### src/ppgx_pkg.sv
// Package for the program page expansion block: page window bounds,
// partition thresholds, fixed extended address values and sequencer codes.
// Assumes a 16-bit core address and a six-bit page index.
package ppgx_pkg;
  // ---------------------------------------------------------------
  // Widths
  // ---------------------------------------------------------------
  localparam int PPGX_PAGE_W = 6;
  localparam int PPGX_ADDR_W = 16;
  // ---------------------------------------------------------------
  // Address quadrants (top two address bits)
  // ---------------------------------------------------------------
  localparam logic [1:0] PPGX_QUAD_LOW = 2'h0;
  localparam logic [1:0] PPGX_QUAD_MID = 2'h1;
  localparam logic [1:0] PPGX_QUAD_WIN = 2'h2;
  localparam logic [1:0] PPGX_QUAD_TOP = 2'h3;
  // ---------------------------------------------------------------
  // Fixed extended address values outside the window
  // ---------------------------------------------------------------
  localparam logic [5:0] PPGX_XA_LOW = 6'h3d;
  localparam logic [5:0] PPGX_XA_MID = 6'h3e;
  localparam logic [5:0] PPGX_XA_TOP = 6'h3f;
  // ---------------------------------------------------------------
  // Partition select codes and internal page thresholds
  // ---------------------------------------------------------------
  localparam logic [1:0] PPGX_PART_128K = 2'h0;
  localparam logic [1:0] PPGX_PART_256K = 2'h1;
  localparam logic [1:0] PPGX_PART_512K = 2'h2;
  localparam logic [1:0] PPGX_PART_1M = 2'h3;
  localparam logic [5:0] PPGX_THR_128K = 6'h38;
  localparam logic [5:0] PPGX_THR_256K = 6'h30;
  localparam logic [5:0] PPGX_THR_512K = 6'h20;
  localparam logic [5:0] PPGX_THR_1M = 6'h00;
  // ---------------------------------------------------------------
  // Allocated flash/ROM size codes
  // ---------------------------------------------------------------
  localparam logic [1:0] PPGX_ALLOC_0K = 2'h0;
  localparam logic [1:0] PPGX_ALLOC_16K = 2'h1;
  localparam logic [1:0] PPGX_ALLOC_48K = 2'h2;
  localparam logic [1:0] PPGX_ALLOC_64K = 2'h3;
  // ---------------------------------------------------------------
  // Reset values of page index, address and byte registers
  // ---------------------------------------------------------------
  localparam logic [5:0] PPGX_PAGE_RST = 6'h00;
  localparam logic [15:0] PPGX_ADDR_RST = 16'h0000;
  localparam logic [7:0] PPGX_BYTE_RST = 8'h00;
  // ---------------------------------------------------------------
  // Sequencer states
  // ---------------------------------------------------------------
  typedef enum logic [2:0] {
    PPGX_IDLE,
    PPGX_CALL_RETHI,
    PPGX_RTC_WAIT,
    PPGX_CALL_PAGE,
    PPGX_CALL_JUMP,
    PPGX_RTC_RETHI,
    PPGX_RTC_RETLO,
    PPGX_RTC_DONE
  } ppgx_state_e;
endpackage

### src/ppgx_window_class.sv
// Window access classifier: decides internal or external page access
// from the partition select. Assumes partition is static after reset.
`timescale 1ns/100ps
`default_nettype none
module ppgx_window_class
  import ppgx_pkg::*;
(
  input wire logic [1:0] partitionSelect,
  input wire logic [5:0] pageIndexBits,
  output logic pageInternal
);
  // ---------------------------------------------------------------
  // Threshold select and compare
  // ---------------------------------------------------------------
  // Threshold per partition split
  wire logic [5:0] threshold = (partitionSelect == PPGX_PART_128K) ? PPGX_THR_128K :
    (partitionSelect == PPGX_PART_256K) ? PPGX_THR_256K :
    (partitionSelect == PPGX_PART_512K) ? PPGX_THR_512K : PPGX_THR_1M;
  assign pageInternal = (pageIndexBits >= threshold);
endmodule
`default_nettype wire

### src/ppgx_ext_decode.sv
// Extended address and emulation select decoder for one core address.
// Assumes allocated size and ROM high-map bit are stable configuration.
`timescale 1ns/100ps
`default_nettype none
module ppgx_ext_decode
  import ppgx_pkg::*;
(
  input wire logic [1:0] quadrant,
  input wire logic [5:0] pageIndexBits,
  input wire logic pageInternal,
  input wire logic [1:0] allocSize,
  input wire logic romHighMapHide,
  output logic [5:0] extAddrHigh,
  output logic emuSelect
);
  // ---------------------------------------------------------------
  // Extended address bits 19:14
  // ---------------------------------------------------------------
  assign extAddrHigh = (quadrant == PPGX_QUAD_WIN) ? pageIndexBits :
    (quadrant == PPGX_QUAD_LOW) ? PPGX_XA_LOW :
    (quadrant == PPGX_QUAD_MID) ? PPGX_XA_MID : PPGX_XA_TOP;
  // ---------------------------------------------------------------
  // Emulation select (active high here) per allocation
  // ---------------------------------------------------------------
  wire logic inTop = (quadrant == PPGX_QUAD_TOP);
  wire logic inWin = (quadrant == PPGX_QUAD_WIN);
  wire logic inMid = (quadrant == PPGX_QUAD_MID);
  wire logic inLow = (quadrant == PPGX_QUAD_LOW);
  wire logic sel0k = inTop | inWin;
  wire logic sel16k = inTop;
  wire logic sel48k = inTop | (inWin & pageInternal) | (inMid & ~romHighMapHide);
  wire logic sel64k = inTop | (inWin & pageInternal) | ((inMid | inLow) & ~romHighMapHide);
  assign emuSelect = (allocSize == PPGX_ALLOC_0K) ? sel0k :
    (allocSize == PPGX_ALLOC_16K) ? sel16k :
    (allocSize == PPGX_ALLOC_48K) ? sel48k : sel64k;
endmodule
`default_nettype wire

### src/ppgx_program_page.sv
// Program page expansion: page index register, far call / far return
// page sequencing and external address / chip select generation.
// Assumes the core supplies one-cycle call and return starts, stack
// pull data, and holds its address stable per cycle.
//
// Summary of operation
// - Six-bit page index maps one of 64 16K pages into 0x8000-0xBFFF.
// - Two-bit partition select sets off-chip/on-chip split of paged space.
// - Window page internal at or above 0x38, 0x30, 0x20, or always.
// - Page index updated by normal writes and by call/return sequences.
// - Far call saves old page to temp, then loads instruction page.
// - Far call pushes 16-bit return address, then old page value.
// - Far call ends by jumping to target in newly selected page.
// - Far call sequence cannot be interrupted.
// - Page from immediate, or from memory via pointer in indexed-indirect.
// - Far return pulls page, then return address into PC, restores page.
// - Far return uninterruptible and works from any location.
// - Window access in expanded emulation drives page bits on lines 19:14.
// - Outside window, lines 19:14 carry 0x3D, 0x3E or 0x3F.
// - With 0K allocated, emulation select asserts for 0x8000-0xFFFF.
// - With 16K allocated, emulation select asserts only for 0xC000-0xFFFF.
// - With 48K, mid block gated by high-map, window internal only, top always.
// - With 64K, low half gated by high-map, window internal only, top always.
// - Extended lines and emulation select go out only when enabled and expanded.
// - External select asserts only when emulation select idle and space external.
// - Normal page write effective next cycle; call/return update before end.
`timescale 1ns/100ps
`default_nettype none
module ppgx_program_page
  import ppgx_pkg::*;
(
  input wire logic clock,
  input wire logic rst,
  // Configuration, static after reset
  input wire logic [1:0] partitionSelect,
  input wire logic [1:0] allocSize,
  input wire logic romHighMapHide,
  input wire logic emulationPortEnable,
  input wire logic expandedMode,
  // Ordinary page index access
  input wire logic pageWrite,
  input wire logic [5:0] pageWriteData,
  output logic [5:0] programPageIndex,
  // Core address and external space qualifier
  input wire logic [15:0] coreAddr,
  input wire logic addrValid,
  input wire logic extSpace,
  // Far call request
  input wire logic callStart,
  input wire logic [5:0] callPage,
  input wire logic [15:0] callTarget,
  input wire logic [15:0] callReturnAddr,
  // Far return request and stack pull data
  input wire logic rtcStart,
  input wire logic [7:0] pullData,
  // Stack and program counter outputs
  output logic pushValid,
  output logic [7:0] pushData,
  output logic pullReq,
  output logic pcLoad,
  output logic [15:0] pcValue,
  output logic queueRefill,
  output logic seqBusy,
  output logic irqBlock,
  // External pins
  output logic [5:0] extendedAddrHigh,
  output logic extAddrOe,
  output logic emuChipSelectN,
  output logic extChipSelectN
);
  // ---------------------------------------------------------------
  // Registers
  // ---------------------------------------------------------------
  ppgx_state_e state_q, state_d;
  logic [5:0] page_q, page_d;
  logic [5:0] tempPage_q, tempPage_d;
  logic [15:0] retAddr_q, retAddr_d;
  logic [15:0] target_q, target_d;
  logic [7:0] retHi_q, retHi_d;
  logic pushValid_q, pushValid_d;
  logic [7:0] pushData_q, pushData_d;
  logic pullReq_q, pullReq_d;
  logic pcLoad_q, pcLoad_d;
  logic [15:0] pcValue_q, pcValue_d;
  logic queueRefill_q, queueRefill_d;
  logic busy_q;
  logic [5:0] xa_q;
  logic xaOe_q;
  logic ecsN_q;
  logic xcsN_q;

  // ---------------------------------------------------------------
  // Address decode
  // ---------------------------------------------------------------
  wire logic [1:0] quadrant = coreAddr[PPGX_ADDR_W-1:PPGX_ADDR_W-2];
  wire logic pinsEnabled = emulationPortEnable & expandedMode;
  wire logic pageInternal;
  wire logic [5:0] xaNext;
  wire logic emuSel;
  wire logic emuActive = pinsEnabled & addrValid & emuSel;
  wire logic xcsActive = emulationPortEnable & addrValid & extSpace & ~emuActive;

  ppgx_window_class uClass (
    .partitionSelect(partitionSelect),
    .pageIndexBits(page_q),
    .pageInternal(pageInternal)
  );

  ppgx_ext_decode uDecode (
    .quadrant(quadrant),
    .pageIndexBits(page_q),
    .pageInternal(pageInternal),
    .allocSize(allocSize),
    .romHighMapHide(romHighMapHide),
    .extAddrHigh(xaNext),
    .emuSelect(emuSel)
  );

  // ---------------------------------------------------------------
  // Call / return sequencer
  // ---------------------------------------------------------------
  // Next-state and data path; page value comes from caller (immediate
  // or pointer fetch is the core's concern)
  always_comb
  begin
    state_d = state_q;
    page_d = page_q;
    tempPage_d = tempPage_q;
    retAddr_d = retAddr_q;
    target_d = target_q;
    retHi_d = retHi_q;
    pushValid_d = 1'b0;
    pushData_d = pushData_q;
    pullReq_d = 1'b0;
    pcLoad_d = 1'b0;
    pcValue_d = pcValue_q;
    queueRefill_d = 1'b0;
    case (state_q)
      PPGX_IDLE:
      begin
        if (callStart)
        begin
          tempPage_d = page_q;
          page_d = callPage;
          retAddr_d = callReturnAddr;
          target_d = callTarget;
          pushValid_d = 1'b1;
          pushData_d = callReturnAddr[7:0];
          state_d = PPGX_CALL_RETHI;
        end
        else if (rtcStart)
        begin
          pullReq_d = 1'b1;
          state_d = PPGX_RTC_WAIT;
        end
        else if (pageWrite)
        begin
          page_d = pageWriteData;
        end
      end
      PPGX_CALL_RETHI:
      begin
        pushValid_d = 1'b1;
        pushData_d = retAddr_q[15:8];
        state_d = PPGX_CALL_PAGE;
      end
      PPGX_CALL_PAGE:
      begin
        pushValid_d = 1'b1;
        pushData_d = {2'b00, tempPage_q};
        state_d = PPGX_CALL_JUMP;
      end
      PPGX_CALL_JUMP:
      begin
        pcLoad_d = 1'b1;
        pcValue_d = target_q;
        queueRefill_d = 1'b1;
        state_d = PPGX_IDLE;
      end
      // First pulled byte is still on its way; ask for the second
      PPGX_RTC_WAIT:
      begin
        pullReq_d = 1'h1;
        state_d = PPGX_RTC_RETHI;
      end
      PPGX_RTC_RETHI:
      begin
        tempPage_d = pullData[5:0];
        pullReq_d = 1'b1;
        state_d = PPGX_RTC_RETLO;
      end
      PPGX_RTC_RETLO:
      begin
        retHi_d = pullData;
        state_d = PPGX_RTC_DONE;
      end
      PPGX_RTC_DONE:
      begin
        pcLoad_d = 1'b1;
        pcValue_d = {retHi_q, pullData};
        page_d = tempPage_q;
        queueRefill_d = 1'b1;
        state_d = PPGX_IDLE;
      end
      default:
      begin
        state_d = PPGX_IDLE;
      end
    endcase
  end

  // Busy flag registered so the pin comes straight from a flop
  wire logic busy_d = (state_d != PPGX_IDLE);

  // Sequencer state and page registers
  always_ff @(posedge clock)
  begin
    if (rst)
    begin
      state_q <= PPGX_IDLE;
      page_q <= PPGX_PAGE_RST;
      tempPage_q <= PPGX_PAGE_RST;
      retAddr_q <= PPGX_ADDR_RST;
      target_q <= PPGX_ADDR_RST;
      retHi_q <= PPGX_BYTE_RST;
      busy_q <= 1'h0;
    end
    else
    begin
      state_q <= state_d;
      page_q <= page_d;
      tempPage_q <= tempPage_d;
      retAddr_q <= retAddr_d;
      target_q <= target_d;
      retHi_q <= retHi_d;
      busy_q <= busy_d;
    end
  end

  // Stack and PC strobes
  always_ff @(posedge clock)
  begin
    if (rst)
    begin
      pushValid_q <= 1'b0;
      pushData_q <= PPGX_BYTE_RST;
      pullReq_q <= 1'b0;
      pcLoad_q <= 1'b0;
      pcValue_q <= PPGX_ADDR_RST;
      queueRefill_q <= 1'b0;
    end
    else
    begin
      pushValid_q <= pushValid_d;
      pushData_q <= pushData_d;
      pullReq_q <= pullReq_d;
      pcLoad_q <= pcLoad_d;
      pcValue_q <= pcValue_d;
      queueRefill_q <= queueRefill_d;
    end
  end

  // ---------------------------------------------------------------
  // External pin registers
  // ---------------------------------------------------------------
  // Pins registered; lines idle at zero and emulation select high when disabled
  always_ff @(posedge clock)
  begin
    if (rst)
    begin
      xa_q <= PPGX_PAGE_RST;
      xaOe_q <= 1'b0;
      ecsN_q <= 1'b1;
      xcsN_q <= 1'b1;
    end
    else
    begin
      xa_q <= pinsEnabled ? xaNext : PPGX_PAGE_RST;
      xaOe_q <= pinsEnabled;
      ecsN_q <= ~emuActive;
      xcsN_q <= ~xcsActive;
    end
  end

  // ---------------------------------------------------------------
  // Outputs
  // ---------------------------------------------------------------
  assign programPageIndex = page_q;
  assign pushValid = pushValid_q;
  assign pushData = pushData_q;
  assign pullReq = pullReq_q;
  assign pcLoad = pcLoad_q;
  assign pcValue = pcValue_q;
  assign queueRefill = queueRefill_q;
  assign seqBusy = busy_q;
  assign irqBlock = busy_q;
  assign extendedAddrHigh = xa_q;
  assign extAddrOe = xaOe_q;
  assign emuChipSelectN = ecsN_q;
  assign extChipSelectN = xcsN_q;
endmodule
`default_nettype wire

### config.mk
export PLATFORM = sky130hd
export DESIGN_NAME = ppgx_program_page
export DESIGN_NICKNAME = d
export VERILOG_FILES = /design/src/ppgx_pkg.sv /design/src/ppgx_window_class.sv /design/src/ppgx_ext_decode.sv /design/src/ppgx_program_page.sv
export SDC_FILE = /design/constraint.sdc
export NUM_CORES = 1
export LEC_CHECK = 0
export CORE_MARGIN = 5
export CORE_UTILIZATION = 39
export CTS_CLUSTER_SIZE = 24
export DETAILED_ROUTE_END_ITERATION = 8
export DONT_BUFFER_PORTS = 1
export PLACE_DENSITY = 0.49
export SLEW_MARGIN = 25
export SYNTH_ARGS = -nofsm -noshare
export SYNTH_HDL_FRONTEND = slang
export SYNTH_SLANG_ARGS = --single-unit
### constraint.sdc
create_clock -name clock -period 2.1 [get_ports clock]
set_input_delay 0.42 -clock clock [delete_from_list [all_inputs] [get_ports clock]]
set_output_delay 0.42 -clock clock [all_outputs]
set_load 0.01 [all_outputs]
==> metrics.cfg <==
[final_layout]
nets=516
utilization=0.421
areaGrowthSynthToFinish_pct=6.98
n_antenna_cell=0
stdcell_count=547
drive_above_1_share=0.0734

[routing]
drc=0
routed_wl_um=9520
wire_per_inst_um=17.4
ant_nets=0
viasPerCell=5.44
routed-via-count=2976
drt_iter0_drc=125
dr.pass1.iters=4

[die]
dieHeight_um=106
die_area_um2=11200
start_util=0.394
fp.coreArea_um2=9110
die_w_um=106
ios=127
rows=35

[timing]
finalClockSkew_ns=0.0109
slew_headroom=0.615
finalSetupViolations=0
fin_setup_tns_ns=0
min_period_ns=1.75
final_max_slew_viol_count=0
worst_slew_pin_slew_ns=0.577
hold_viol=0
finalCritPeriodShare=0.833
fmax_ghz=0.572
rsz0062_at_grt=no

[worst_setup_path]
end_kind=flip-flop
r2r_cells=6
worstSetupPathType=reg2reg
reg2reg_from=programPageIndex[3]$_SDFFE_PP0P_
path_cells=inv_1, ha_1, or4b_1, a311o_1, a21oi_2, o21ai_0
cp_slowest_cell=or4b_1
crit_buf_inv=1
worstPathRequired_ns=2.34
crit_arrival_ns=1.98
reg2reg_slack_ns=0.35
start_kind=flip-flop
worstReg2RegEnd=emuChipSelectN$_SDFF_PP1_
cp-startpoint=programPageIndex[3]$_SDFFE_PP0P_
cp_max_fo=2
cp_top_family=compound AO/OA/AOI/OAI gates
slowest_delay_ns=0.43

[min_path]
min_path_type=in2reg
min_from=rst
worstHoldEndpoint=retAddr_q[10]$_SDFFE_PP0P_
min_path_cells=1

[clock_network]
cts.repair.resized=0
htreeDepth=3
numCtsBuffers=9
cts_tree=done
cts_root_buf=clkbuf_8
clk_pin_slew_ns=0.09
worstSkewPairLatency_ns=0.36
postCtsSetupRepairBufs=0
cts_hold_buf=0
cts.sinks=84
cts.path.max_buffers=2

[synthesis]
synth_nets=528
syn_inst=443
synth_edf_count=0
synth_area_per_cell_um2=8.09
synth-async-reset-ratio=0
yosysUniqueCellTypes=36
ys_warn_count=0
seq_area_frac_synth=0.469
synth_ff_type=dfxtp_1
synth.cell_area_um2=3590
ys_ff_latch=84

[grt]
grt_max_degree=85
grt_pass1_wl_um=15200
grt_usage=0.171
grt_overflow=0
antenna_found_initial=0
grt_pass1_vias=2884

[pwr]
p_leak_uw=0.00134
total_power_uw=3310
ir_drop_mv=0.326
power_density_nw_per_um2=863

[placement]
io_buffers=0
place.gp.congestion=0.761
dpl.hpwl_um=6670
post-place-cells=531

[status]
status=finished clean

[run]
max-cap-violations=0

[metrics by stage]
stage	cell area (um2)	hold slack, ns	setup slack (ns)
final	3840	0.133	0.351
after global routing	3840	0.103	0.225
after CTS	3840	0.116	0.335
after detailed placement	3660	0.439	0.273
after global placement	3660	0.437	0.302
after floorplan	3590	0.432	0.346
[layout by cell type (no fill, tap or decap), types with 6 or more instances in the layout]
cell,n
a21oi_1,49
a311oi_1,22
buf_4,14
clkbuf_8,9
dfxtp_1,84
inv_1,6
mux2i_1,16
nand2_1,116
nand2b_1,14
nor2_1,42
o22ai_1,6
[cell usage after synthesis (all sizes together) (2+ instances only)]
cell | n | area, um2
mux2i | 16 | 160
a211o | 5 | 43.8
ha | 3 | 37.5
clkbuf | 16 | 60.1
nand3 | 2 | 10.0
nand2 | 116 | 435
o21a | 4 | 30.0
or3 | 2 | 12.5
o21ai | 4 | 20.0
buf | 22 | 130
a211oi | 4 | 30.0
and3 | 2 | 12.5
nor3b | 3 | 22.5
nor2 | 42 | 158
o22ai | 6 | 37.5
a21oi | 50 | 254
and2 | 3 | 18.8
nor2b | 3 | 18.8
o31ai | 2 | 15.0
inv | 6 | 22.5
a311oi | 22 | 193
dfxtp | 84 | 1680
nand2b | 14 | 87.6
nor3 | 3 | 20.0
[flip-flops by register name, summed over array words and instances (netlist names)]
name              count
emuChipSelectN        1
extAddrOe             1
extChipSelectN        1
extendedAddrHigh      6
irqBlock              1
pcValue              16
programPageIndex      6
pullReq               1
pushData              8
pushValid             1
queueRefill           1
retAddr_q             8
retHi_q               8
state_q               3
target_q             16
tempPage_q            6
[worst reg2reg max path: cells and delay by family, from the launching register on]
family	cells	cell delay [ns]
buffers and inverters	1	0.06
adder cells (fa/ha/maj)	1	0.26
AND/OR/NAND/NOR	1	0.43
flip-flops	1	0.34
AO/OA/AOI/OAI	3	0.55
[logic make-up after synthesis]
logic type               after synthesis  synth area share
adder cells (fa/ha/maj)                3            0.0105
buffers and inverters                 44            0.0593
flip-flops                            84             0.469
multiplexers                          16            0.0447
AND/OR/NAND/NOR                      194             0.230
XOR/XNOR                               1           0.00244
AO/OA/AOI/OAI                        101             0.184
[worst max-delay path by stage]
stage | depth (start not counted) | slack [ns] | to
2_1_floorplan | 6 | 0.35 | emuChipSelectN$_SDFF_PP1_
3_3_place_gp | 6 | 0.30 | emuChipSelectN$_SDFF_PP1_
3_5_place_dp | 6 | 0.27 | emuChipSelectN$_SDFF_PP1_
4_1_cts | 6 | 0.33 | emuChipSelectN$_SDFF_PP1_
5_1_grt | 4 | 0.23 | programPageIndex[2]$_SDFFE_PP0P_
6_report | 6 | 0.35 | emuChipSelectN$_SDFF_PP1_
[report_power, final]
group | leakage [uW] | switching, uW | internal [uW]
clock network | 0.0000795 | 628 | 441
logic | 0.000576 | 229 | 181
registers | 0.000686 | 124 | 1710
total | 0.00134 | 981 | 2330
[layout make-up]
type	instances	area (um2)
clock buffers	10	128
clock inverters	6	48.8
fillers	980	5270
inverters	6	22.5
multi-input cells	315	1690
flip-flops and latches	84	1680
well taps	111	139
repair buffers	15	125
[layer usage]
metal / share of wire / GRT usage / routed length, um / vias up
li1: - / - / - / 1477
met1: 0.45 / 0.217 / 4250 / 1384
met2: 0.45 / 0.269 / 4320 / 101
met3: 0.082 / 0.0613 / 783 / 14
met4: 0.017 / 0.0574 / 162 / 0
met5: 0 / 0 / 0 / -
Power figures use the tool's default switching activity.
